<file path="src/include/ais_pkg.sv">
package ais_pkg;

    // register byte addresses on the 8-bit register port
    localparam logic [7:0] RESULT_LOW_OFFSET   = 8'h78;
    localparam logic [7:0] RESULT_HIGH_OFFSET  = 8'h79;
    localparam logic [7:0] STATUS_OFFSET       = 8'h7A;
    localparam logic [7:0] SELECT_OFFSET       = 8'h7C;
    localparam logic [7:0] MASK_OFFSET         = 8'h7D;

    // adc_input_reference_select field positions
    localparam int REF_SEL_MSB     = 7;
    localparam int REF_SEL_LSB     = 6;
    localparam int LEFT_ALIGN_BIT  = 5;
    localparam int CHAN_SEL_MSB    = 3;
    localparam int CHAN_SEL_LSB    = 0;
    localparam logic [7:0] SELECT_RESET = 8'h00;

    // status and mask share one layout
    localparam int DONE_FLAG_BIT    = 4;
    localparam int OVERRUN_FLAG_BIT = 0;
    localparam logic [1:0] MASK_RESET = 2'h0;

    // reference codes
    localparam logic [1:0] REF_EXTERNAL_PIN  = 2'h0;
    localparam logic [1:0] REF_ANALOG_SUPPLY = 2'h1;
    localparam logic [1:0] REF_RESERVED      = 2'h2;
    localparam logic [1:0] REF_INTERNAL_1V1  = 2'h3;

    // channel codes
    localparam logic [3:0] CHAN_LAST_PIN     = 4'h4;
    localparam logic [3:0] CHAN_TEMP_SENSOR  = 4'h8;

    // converter geometry
    localparam int RESULT_BITS = 10;
    localparam logic [9:0] CODE_ZERO = 10'h000;
    localparam logic [9:0] CODE_MSB  = 10'h200;
    localparam logic [3:0] TOP_BIT_INDEX = 4'h9;

    // comparator settling time per bit trial, least time rounds up
    localparam int CLK_PERIOD_NS = 100;
    localparam int SETTLE_NS     = 400;
    localparam int SETTLE_CYCLES =
        (SETTLE_NS + CLK_PERIOD_NS - 1) / CLK_PERIOD_NS;
    localparam logic [2:0] SETTLE_RELOAD = 3'(SETTLE_CYCLES - 1);

    typedef enum logic [1:0] {
        SAR_IDLE   = 2'b00,
        SAR_SETTLE = 2'b01
    } ais_sar_state_t;

endpackage

</file>
<file path="src/ais_sar_engine.sv">
`timescale 1ns/1ps
`default_nettype none
module ais_sar_engine (
    input  wire logic       core_clk,
    input  wire logic       reset,
    input  wire logic       start,
    input  wire logic       comparatorHigh,
    output logic [9:0]      dacCode,
    output logic            busy,
    output logic            done,
    output logic [9:0]      result
);
    import ais_pkg::*;

    typedef struct packed {
        ais_sar_state_t state;
        logic [9:0]     code;
        logic [3:0]     bitIdx;
        logic [2:0]     waitCnt;
        logic           done;
        logic [9:0]     result;
        logic           cmpMeta;
        logic           cmpSync;
    } ais_sar_t;

    ais_sar_t s_reg;
    ais_sar_t s_next;

    // binary search, msb first; each trial waits for the comparator to
    // settle and pass the two-stage synchroniser before it is judged
    always_comb begin
        s_next = s_reg;
        s_next.done = 1'b0;
        s_next.cmpMeta = comparatorHigh;
        s_next.cmpSync = s_reg.cmpMeta;
        case (s_reg.state)
            SAR_IDLE: begin
                if (start) begin
                    s_next.state = SAR_SETTLE;
                    s_next.code = CODE_MSB;
                    s_next.bitIdx = TOP_BIT_INDEX;
                    s_next.waitCnt = SETTLE_RELOAD;
                end
            end
            SAR_SETTLE: begin
                if (s_reg.waitCnt != 3'h0) begin
                    s_next.waitCnt = s_reg.waitCnt - 3'h1;
                end else begin
                    // keep the trial bit only while input >= dac level
                    if (!s_reg.cmpSync) begin
                        s_next.code[s_reg.bitIdx] = 1'b0;
                    end
                    if (s_reg.bitIdx == 4'h0) begin
                        // 10 bits cap the code at 0x3FF, ground gives 0
                        s_next.result = s_next.code;
                        s_next.done = 1'b1;
                        s_next.state = SAR_IDLE;
                    end else begin
                        s_next.bitIdx = s_reg.bitIdx - 4'h1;
                        s_next.code[s_reg.bitIdx - 4'h1] = 1'b1;
                        s_next.waitCnt = SETTLE_RELOAD;
                    end
                end
            end
            default: begin
                s_next.state = SAR_IDLE;
            end
        endcase
    end

    always_ff @(posedge core_clk) begin
        if (reset) begin
            s_reg <= '0;
        end else begin
            s_reg <= s_next;
        end
    end

    assign dacCode = s_reg.code;
    assign busy    = (s_reg.state != SAR_IDLE);
    assign done    = s_reg.done;
    assign result  = s_reg.result;
endmodule
`default_nettype wire

</file>
<file path="src/ais_input_select.sv">
// The strobed register port was left to the implementer.
`timescale 1ns/1ps
`default_nettype none
// How it works
// - single-ended code equals input times 1024 over the selected reference
// - code zero means ground; 0x3FF means reference less one step
// - after completion flag sets, result registers hold that conversion
// - channel code 1000 routes and enables the temperature sensor
// - reference bits 7:6: 00 external pin, internal off; 01 supply
// - reference code 11 is internal 1.1 V; code 10 is reserved
// - reference change during a conversion applies after it completes
// - channel change during a conversion applies after it completes
// - bit 5 set left-aligns the result, clear right-aligns it
// - alignment change shows at once, even mid-conversion
// - channel codes 0000 to 0100 route the matching analog input pin
// - left alignment uses bits 15:6, right alignment bits 9:0
// - after a low byte read, data holds until the high byte read
// - completion flag sets when the result lands in the data registers
module ais_input_select (
    input  wire logic       core_clk,
    input  wire logic       reset,
    input  wire logic [7:0] regAddr,
    input  wire logic [7:0] regWriteData,
    input  wire logic       regWrite,
    input  wire logic       regRead,
    output logic [7:0]      regReadData,
    input  wire logic       convStart,
    input  wire logic       comparatorHigh,
    output logic [9:0]      dacCode,
    output logic            conversionBusy,
    output logic [3:0]      channelSelect,
    output logic            tempSensorEnable,
    output logic [1:0]      referenceSelect,
    output logic            externalRefOnly,
    output logic            analogSupplyRefEnable,
    output logic            internalRefEnable,
    output logic            irq
);
    import ais_pkg::*;

    typedef struct packed {
        logic [1:0] refSel;
        logic       leftAlign;
        logic [3:0] chanSel;
        logic [1:0] appliedRef;
        logic [3:0] appliedChan;
        logic [9:0] result;
        logic       readLock;
        logic       doneFlag;
        logic       overrunFlag;
        logic [1:0] irqMask;
        logic [7:0] readData;
        logic       tempEn;
        logic       extOnly;
        logic       supplyEn;
        logic       intEn;
    } ais_select_t;

    ais_select_t s_reg;
    ais_select_t s_next;

    logic       sarBusy;
    logic       sarDone;
    logic [9:0] sarResult;

    // present the 10-bit result inside the 16-bit pair
    function automatic logic [15:0] formatResult(input logic [9:0] value,
                                                 input logic left);
        if (left) begin
            formatResult = {value, 6'h00};
        end else begin
            formatResult = {6'h00, value};
        end
    endfunction

    // status and mask share one layout
    function automatic logic [7:0] flagByte(input logic done,
                                            input logic overrun);
        logic [7:0] b;
        b = 8'h00;
        b[DONE_FLAG_BIT] = done;
        b[OVERRUN_FLAG_BIT] = overrun;
        flagByte = b;
    endfunction

    // successive approximation core, started only while idle
    ais_sar_engine u_sar (
        .core_clk       (core_clk),
        .reset          (reset),
        .start          (convStart),
        .comparatorHigh (comparatorHigh),
        .dacCode        (dacCode),
        .busy           (sarBusy),
        .done           (sarDone),
        .result         (sarResult)
    );

    // register port, deferred selection and result capture
    always_comb begin
        logic [15:0] shown;
        shown = formatResult(s_reg.result, s_reg.leftAlign);
        s_next = s_reg;
        s_next.readData = 8'h00;

        // software writes; bit 4 of the select register is dropped
        if (regWrite) begin
            case (regAddr)
                SELECT_OFFSET: begin
                    s_next.refSel =
                        regWriteData[REF_SEL_MSB:REF_SEL_LSB];
                    s_next.leftAlign =
                        regWriteData[LEFT_ALIGN_BIT];
                    s_next.chanSel =
                        regWriteData[CHAN_SEL_MSB:CHAN_SEL_LSB];
                end
                STATUS_OFFSET: begin
                    // write one to clear
                    if (regWriteData[DONE_FLAG_BIT]) begin
                        s_next.doneFlag = 1'b0;
                    end
                    if (regWriteData[OVERRUN_FLAG_BIT]) begin
                        s_next.overrunFlag = 1'b0;
                    end
                end
                MASK_OFFSET: begin
                    s_next.irqMask = {regWriteData[DONE_FLAG_BIT],
                                      regWriteData[OVERRUN_FLAG_BIT]};
                end
                default: begin
                end
            endcase
        end

        // reads answer one cycle later; unmapped addresses read zero
        if (regRead) begin
            case (regAddr)
                RESULT_LOW_OFFSET: begin
                    s_next.readData = shown[7:0];
                    s_next.readLock = 1'b1;
                end
                RESULT_HIGH_OFFSET: begin
                    s_next.readData = shown[15:8];
                    s_next.readLock = 1'b0;
                end
                SELECT_OFFSET: begin
                    // bit 4 always reads zero
                    s_next.readData = {s_reg.refSel, s_reg.leftAlign,
                                       1'b0, s_reg.chanSel};
                end
                STATUS_OFFSET: begin
                    s_next.readData = flagByte(s_reg.doneFlag,
                                               s_reg.overrunFlag);
                end
                MASK_OFFSET: begin
                    s_next.readData = flagByte(s_reg.irqMask[1],
                                               s_reg.irqMask[0]);
                end
                default: begin
                end
            endcase
        end

        // completion; a set beats a same-cycle clear. while the pair is
        // locked the new result is discarded and flagged as an overrun
        if (sarDone) begin
            if (s_next.readLock) begin
                s_next.overrunFlag = 1'b1;
            end else begin
                s_next.result = sarResult;
                s_next.doneFlag = 1'b1;
            end
        end

        // selection reaches the analog side only while no conversion runs;
        // sar busy falls with the done pulse, so a held write lands at the
        // same edge as the completion flag
        if (!sarBusy) begin
            s_next.appliedRef = s_reg.refSel;
            s_next.appliedChan = s_reg.chanSel;
        end

        // switch controls decoded from the applied selection
        s_next.tempEn =
            (s_next.appliedChan == CHAN_TEMP_SENSOR);
        // reserved code 10 behaves as the external pin, internal off
        s_next.extOnly =
            (s_next.appliedRef == REF_EXTERNAL_PIN) ||
            (s_next.appliedRef == REF_RESERVED);
        s_next.supplyEn =
            (s_next.appliedRef == REF_ANALOG_SUPPLY);
        s_next.intEn =
            (s_next.appliedRef == REF_INTERNAL_1V1);
    end

    // everything, selection fields included, resets to zero except extOnly, which resets to one
    always_ff @(posedge core_clk) begin
        if (reset) begin
            s_reg <= '0;
            s_reg.extOnly <= 1'b1;
        end else begin
            s_reg <= s_next;
        end
    end

    // channel codes 0..4 pick the matching pin; the mux decodes the rest
    assign channelSelect         = s_reg.appliedChan;
    assign tempSensorEnable      = s_reg.tempEn;
    assign referenceSelect       = s_reg.appliedRef;
    assign externalRefOnly       = s_reg.extOnly;
    assign analogSupplyRefEnable = s_reg.supplyEn;
    assign internalRefEnable     = s_reg.intEn;
    assign conversionBusy        = sarBusy;
    assign regReadData           = s_reg.readData;

    // level interrupt from unmasked sticky flags
    assign irq = (s_reg.doneFlag & s_reg.irqMask[1]) |
                 (s_reg.overrunFlag & s_reg.irqMask[0]);
endmodule
`default_nettype wire

</file>
<file path="config.mk">
export PLATFORM = sky130hd
export DESIGN_NAME = ais_input_select
export DESIGN_NICKNAME = d
export VERILOG_FILES = /design/src/include/ais_pkg.sv /design/src/ais_sar_engine.sv /design/src/ais_input_select.sv
export SDC_FILE = /design/constraint.sdc
export NUM_CORES = 1
export LEC_CHECK = 0
export BUFFER_PORTS_ARGS = -buffer_cell sky130_fd_sc_hd__buf_4
export CORE_UTILIZATION = 45
export CTS_BUF_LIST = sky130_fd_sc_hd__clkbuf_2
export DETAILED_ROUTE_END_ITERATION = 8
export PLACE_DENSITY = 0.73
export SYNTH_ARGS = -nofsm -noshare
export SYNTH_HDL_FRONTEND = slang
export SYNTH_SLANG_ARGS = --single-unit
</file>
<file path="constraint.sdc">
create_clock -name core_clk -period 2 [get_ports core_clk]
set_clock_uncertainty 0.2 [all_clocks]
set_input_delay 0.5 -clock core_clk [delete_from_list [all_inputs] [get_ports core_clk]]
set_output_delay 0.5 -clock core_clk [all_outputs]
set_load 0.01 [all_outputs]
</file>
# Word level (Yosys, flattened, before mapping)
# Cells that the tools add are included.
# word_totals
register_bits	72
latchBits	0
mem_bits_rw	0
mem_bits_ro	0
output_inout_bits	30
wordCells	101
mem_count	0
# classes
addsub	2
multipliers	0
div_mod_pow	0
order_cmp	4
n_eq_ne	15
shift	0
n_mux	28
bitwise	10
reduce_logical	19
# ops
op	count
$eq 8x7->1 const B	5
$pmux 8 s5	1
$pmux 17 s2	1
$mux 16	2
$mux 10	3
$mux 19	1
$mux 17	1
$reduce_and 3->1	4
$mux 11	1
$and 10x10->10	1
$lt 4x5->1 const B	2
$not 10->10	1
$or 10x10->10	1
$demux 1 s4	2
$ge 4x1->1 const B	2
$mux 2	4
$mux 1	7
$mux 6	1
$ne 2x2->1 const B	3
$reduce_and 2->1	3
$eq 2x1->1 const B	2
$eq 2x2->1 const B	2
$eq 4x4->1 const B	1
$logic_not 2->1	2
19 further kinds	25

# Depth between registers and ports, before layout
# Gate-level depths: netlist (run 1).
# logic_depth
ltp_word	13
ltp_mapped	7
depth_no_buf	6

# By module
# Synthesis (run 1) repeated with hierarchy kept, for this count alone.
# unflattened
hier_cells	386
area_unflattened_um2	3350.7
# by_module_without_submodules
module	instances	cells_per_inst	area_per_inst_um2
ais_input_select	1	208	1854.3
ais_sar_engine	1	178	1496.4

# Worst setup path after synthesis (run 1)
# Ideal clock, no wire load.
# synth_timing
path_kind	input port to flip-flop
start	input port regAddr[7]
end	register s_reg[17] (netlist name)
setup_time_ns	0.072
t_arrival_ns	1.575
path_slack_ns	0.153
stages	6
path_cell_list	and4b_1 -> clkbuf_1 -> a41o_1 -> and3_1 -> buf_4 -> mux2i_1
# synth_via
elab_chain_len	5
# synth_rtl
item	line	source
start: declaration	ais_input_select.sv:22	input wire logic [7:0] regAddr,
$eq 8x7->1	ais_input_select.sv:136	case (regAddr)
$pmux 1 s2 *	ais_input_select.sv:136	
$mux 1 *	ais_input_select.sv:135	if (regRead) begin
$not 1->1 (no line) *	--	
$reduce_and 2->1 (no line) *	--	
end signal: assignment	ais_input_select.sv:201	s_reg <= s_next;
end: declaration	ais_input_select.sv:59	ais_select_t s_reg;
# Every way passes the cells marked *; elsewhere a longest branch is shown, timed or not.
# A chain may end at the register's enable or synchronous reset.

# Worst setup path in the final report (run 1)
# layout_timing
start	input port regAddr[1]
end	register s_reg[22] (netlist name)
# Same word-level chain as after synthesis.

==> reports/metrics.cfg, run 1 <==
[clocking]
clock-sinks = 71
clk_pin_slew_ps = 200
cts_setup_buffers = 0
root_buffer = clkbuf_2
cts_tree = done
worstSkewPairLatency_ps = 490
cts.path.max_buffers = 2
cts_max_level = 3
numCtsBuffers = 9

[timing]
period_needed_ps = 1940
setup_tns_ps = 0
tightest_slew_ps = 581
final-setup-viol-count = 0
final_hold_viol_count = 0
relSlewSlack_pct = 61.2
max_freq_ghz = 0.516
period_share_pct = 97.0
slew_viol_final = 0
hold_ws_ps = 44.4
setup_ws_ps = 60.9

[worst_hold_path]
hold_path_end = s_reg[36]
whs_path_depth = 3
min-delay-start = regWriteData[3]
min_path_type = in2reg

[finish]
drive_gt1_share_pct = 22.1
fin_nets = 449
diodes = 0
largest_reg_flops = 22
area_growth_pct = 16.6
fill_cells = 706

[detailed_routing]
ant_nets = 0
dr_total_vias = 2810
first_pass_iters = 4
drc = 0
vias_per_cell = 5.31
drt_iter0_markers = 151
post_drt_wl_per_cell_um = 13.7
wl_um = 7240

[critical_path]
path_max_fanout = 12
r2r_setup_slack_ps = 70
reg2reg_to = u_sar.s_reg[17]
r2r-start = u_sar.s_reg[13]
start_kind = input pin
worstSetupEndpointType = flip-flop
worst-r2r-cell-count = 7
critPathRequiredTime_ps = 2210
path_class = in2reg
cp.arrival_ps = 2150

[yosys]
ys_ff_latch = 71
async_flop_share_pct = 0
synth_cell_types = 49
avgSynthCellArea_um2 = 8.67
synth-seq-area-share_pct = 42.5
synth_edf_count = 0
syn_inst = 386
ys.warnings.count = 0
synthesis.area_um2 = 3350
synth_ff_type = dfxtp_1
syn_nets = 410

[global_routing]
grt_max_degree = 39
antenna_found_initial = 0
track_usage_pct = 19.7
globalRoute.totalOverflow = 0
grt_pass1_vias = 2509
grt_pass1_wl_um = 11800

[die]
io_pins = 52
die_y_um = 88.2
start_util_pct = 46.4
dieArea_um2 = 7790
std_cell_rows = 31
die_w_um = 88.2
core_area_um2 = 7210

[placed_design]
gp_congestion = 0.931
pre_cts_slack_ps = 74.6
io_buffer_count = 51
dpl.hpwl_um = 5180

[run_status]
status = finished clean

[power_and_ir_drop]
leakagePower_nw = 1.56
ir_worst_vdd_mv = 0.375
power.density_nw_per_um2 = 639

[job]
max_cap_viol_count = 0

[metal layers]
metal / global-route usage [%] / vias up / routed length (µm)
li1: - / 1410 / -
met2: 30.0 / 85 / 3390
met3: 3.73 / 8 / 375
met4: 8.21 / 0 / 85
met5: 0 / - / 0
met1: 27.3 / 1307 / 3390
[stage by stage]
| stage | cells | cell area [µm²] | power [mW] | utilization [%] |
|---|---|---|---|---|
| 6_report | 529 | 3900 | 2.49 | 54.1 |
| 5_1_grt | 529 | 3900 | 2.63 | 54.1 |
| 4_1_cts | 527 | 3860 | 2.50 | 53.5 |
| 3_5_place_dp | 505 | 3710 | 1.82 | 51.4 |
| 3_3_place_gp | 505 | 3710 | 1.81 | 51.4 |
| 2_1_floorplan | 386 | 3350 | 1.70 | - |
[cell usage after synthesis (3+ instances only)]
cell type  number  area, µm²
a211oi_1        4       30.0
a21o_1          4       30.0
a21oi_1        22        110
a22o_1          3       26.3
a22oi_1         4       30.0
a31oi_1         5       31.3
and2_1          6       37.5
buf_2           5       25.0
buf_4          25        188
clkbuf_1       16       60.1
dfxtp_1        71       1420
inv_1          11       41.3
mux2i_1        26        260
nand2_1        25       93.8
nand2b_1       23        144
nand3_1        15       75.1
nand4_1         3       18.8
nor2_1         34        128
nor2b_1         9       56.3
nor3_1         11       55.1
nor3b_1         4       30.0
nor4_1          5       31.3
o21ai_0         8       40.0
o21ai_1        12       60.1
o22ai_1         3       18.8
[worst max path at each step]
stage	cells after the start	end	startpoint
final	7	s_reg[22]	regAddr[1]
after global routing	2	irq	s_reg[12]
after CTS	2	conversionBusy	u_sar.s_reg[30]
after detailed placement	6	s_reg[22]	regAddr[7]
after floorplan	6	s_reg[17]	regAddr[7]
after global placement	6	s_reg[24]	regAddr[7]
[what timing repair did]
action,in CTS,in global routing
pin swaps,0,1
endpoints found under the hold margin,6,2
gates resized for setup,1,7
hold buffers,6,2
setup endpoints to repair,1,4
[layout by cell type, fill, tap and decap left out, drive strengths merged, types with 6 or more instances in the layout]
master	n
clkbuf	9
a21oi	22
mux2i	26
dfxtp	71
nor2b	9
nand2b	23
dlygate4sd3	8
and2	6
buf	68
nand2	25
nor3	12
nor2	36
nand3	15
inv	11
o21ai	20
[worst max-delay path, stage by stage]
cell           delay, ps
dlygate4sd3_1        540
buf_4                180
nor2_1               160
a41o_1               220
and3_1               200
buf_12               150
mux2i_1              200
[area by class of cell]
class                           instances  area [µm²]  share of cell area [%]
Clock buffer                            9        45.0                    1.15
Clock inverter                          7        50.0                    1.28
Timing Repair Buffer                   76         611                    15.6
Sequential cell                        71        1430                    36.6
Multi-Input combinational cell        256        1600                    41.1
Tap cell                               99         124                    3.17
Inverter                               11        41.3                    1.06
[cell families after synthesis]
group | after synthesis | share of synthesized area (%)
simple gates | 151 | 24.1
buf+inv | 59 | 9.83
mux | 29 | 8.78
compound gates | 74 | 14.0
fa+ha+maj | 2 | 0.748
flops | 71 | 42.5
[power breakdown]
group / internal, mW / total [mW] / switching [mW]
Sequential: 1.44 / 1.47 / 0.0258
Combinational: 0.152 / 0.344 / 0.192
Clock: 0.163 / 0.683 / 0.520
Total: 1.76 / 2.49 / 0.738
No activity file was read; power rests on OpenSTA's default activity.
==> inputs of run 2 (changes only) <==
--- a/config.mk
+++ b/config.mk
@@ -7,9 +7,8 @@
 export LEC_CHECK = 0
 export BUFFER_PORTS_ARGS = -buffer_cell sky130_fd_sc_hd__buf_4
 export CORE_UTILIZATION = 45
-export CTS_BUF_LIST = sky130_fd_sc_hd__clkbuf_2
 export DETAILED_ROUTE_END_ITERATION = 8
-export PLACE_DENSITY = 0.73
+export PLACE_DENSITY = 0.66
 export SYNTH_ARGS = -nofsm -noshare
 export SYNTH_HDL_FRONTEND = slang
 export SYNTH_SLANG_ARGS = --single-unit
==> reports/metrics.cfg, run 2 (synthesis gave the netlist of run 1 again) <==
[run_status]
status = finished clean  ; unchanged

[clocking]
numCtsBuffers = 9  ; unchanged
cts_max_level = 3  ; unchanged
cts.path.max_buffers = 2  ; unchanged
worstSkewPairLatency_ps = 340  ; was 490 ps
clk_pin_slew_ps = 80  ; was 200 ps
cts_tree = done  ; unchanged
root_buffer = clkbuf_8  ; was clkbuf_2
clock-sinks = 71  ; unchanged
cts_setup_buffers = 0  ; unchanged

[die]
die_y_um = 88.2  ; unchanged
std_cell_rows = 31  ; unchanged
die_w_um = 88.2  ; unchanged
start_util_pct = 46.4  ; unchanged
dieArea_um2 = 7790  ; unchanged
io_pins = 52  ; unchanged
core_area_um2 = 7210  ; unchanged

[critical_path]
path_max_fanout = 10  ; was 12
start_kind = flip-flop  ; was input pin
path_class = reg2reg  ; was in2reg
critPathRequiredTime_ps = 2020  ; was 2210 ps
cp.arrival_ps = 1870  ; was 2150 ps
worstSetupEndpointType = flip-flop  ; unchanged
r2r_setup_slack_ps = 150  ; was 70 ps

[detailed_routing]
vias_per_cell = 5.28  ; was 5.31
ant_nets = 0  ; unchanged
first_pass_iters = 4  ; unchanged
drc = 0  ; unchanged
drt_iter0_markers = 158  ; was 151
dr_total_vias = 2747  ; was 2,810
wl_um = 7190  ; was 7240 µm
post_drt_wl_per_cell_um = 13.8  ; was 13.7 µm

[job]
max_cap_viol_count = 0  ; unchanged

[timing]
period_needed_ps = 1850  ; was 1940 ps
setup_tns_ps = 0  ; unchanged
relSlewSlack_pct = 63.2  ; was 61.2%
tightest_slew_ps = 550  ; was 581 ps
final_hold_viol_count = 0  ; unchanged
max_freq_ghz = 0.541  ; was 0.516 GHz
final-setup-viol-count = 0  ; unchanged
hold_ws_ps = 173  ; was 44.4 ps
period_share_pct = 92.5  ; was 97.0%
slew_viol_final = 0  ; unchanged
setup_ws_ps = 151  ; was 60.9 ps
rsz0062_at_grt = false

[power_and_ir_drop]
p_switching_mw = 0.787  ; was 0.738 mW
comb_power_share_pct = 10.9  ; was 13.8%
p_int_mw = 2.16  ; was 1.76 mW
ir_worst_vdd_mv = 0.465  ; was 0.375 mV
p_clk_share_pct = 39.5  ; was 27.4%
p_total_mw = 2.95  ; was 2.49 mW
pwr-share-seq_pct = 49.6  ; was 58.8%
power.density_nw_per_um2 = 755  ; was 639 nW/µm²
leakagePower_nw = 1.56  ; about the same
p_sw_share_pct = 26.7  ; was 29.6%

[finish]
largest_reg_flops = 22  ; unchanged
drive_gt1_share_pct = 21.9  ; was 22.1%
diodes = 0  ; unchanged
utilization_pct = 54.1  ; about the same
layout.cells.most_common_list = dfxtp_1 (71), buf_4 (66), nor2_1 (34)  ; was dfxtp_1 (68), buf_4 (65), nor2_1 (34)
area_growth_pct = 16.6  ; about the same
layout_commonest_cell = dfxtp_1  ; unchanged
fin_nets = 440  ; was 449

[placed_design]
gp_congestion = 0.884  ; was 0.931
io_buffer_count = 51  ; unchanged
dpl.hpwl_um = 5190  ; was 5180 µm
pre_cts_slack_ps = 82.6  ; was 74.6 ps

[global_routing]
grt_pass1_wl_um = 11600  ; was 11,800 µm
track_usage_pct = 19.4  ; was 19.7%
globalRoute.totalOverflow = 0  ; unchanged
grt_max_degree = 32  ; was 39
antenna_found_initial = 0  ; unchanged
grt_pass1_vias = 2511  ; was 2,509

[worst_hold_path]
min_path_type = in2reg  ; unchanged

## run 2: cell count changes in the layout (fill, tap and decap cells not counted), moves of 3 or more
| cell | delta |
|---|---|
| clkbuf_2 | -9 |
| dfxtp_1 | +3 |
| inv_6 | +3 |
| dlygate4sd3_1 | -8 |
| clkinv_4 | -3 |
| clkbuf_8 | +9 |
## run 2: worst paths after layout
check                       start               to  cells after the start
setup reg to reg  u_sar.s_reg[18]  u_sar.result[8]                      4
hold / removal     comparatorHigh  u_sar.s_next[0]                      2
hold reg to reg   u_sar.s_next[0]   u_sar.s_reg[0]                      1
setup / recovery  u_sar.s_reg[18]  u_sar.result[8]                      4
## run 2: power groups by stage
stage,logic [mW],clock network [mW],registers [mW]
after floorplan,0.219,0,1.48
after global placement,0.313,0,1.49
after detailed placement,0.317,0,1.49
after CTS,0.320,1.19,1.46
after global routing,0.354,1.25,1.47
final,0.322,1.16,1.46
## run 2: cell type report
cell class / instances / area, µm²
fillers: 722 / 3310
flip-flops and latches: 71 / 1420
clock inverters: 7 / 78.8
well taps: 99 / 124
clock buffers: 9 / 124
inverters: 11 / 41.3
repair buffers: 67 / 515
multi-input cells: 256 / 1600
## run 2: timing repair
| action | in CTS | in global routing |
|---|---|---|
| endpoints found under the setup margin | 0 | 1 |
| gates resized for setup | 0 | 1 |
| hold buffers | 0 | 0 |
## run 2: layer usage
layer  vias up  wire, µm  GRT usage (%)
li1       1376         -              -
met1      1306      3540           28.0
met2        54      3310           28.9
met3        11       223           2.99
met4         0       117           7.92
met5         -         0              0
## run 2: stage by stage
step / area, µm² / instances
after floorplan: 3350 / 386
after global placement: 3700 / 504
after detailed placement: 3700 / 504
after CTS: 3900 / 520
after global routing: 3900 / 520
final: 3900 / 520
## run 2: worst max-delay path, cell delays in order (launching register included)
cell,delay (ps)
dfxtp_1,410
or4_4,580
nor2_4,260
mux2i_1,220
nor2_1,60
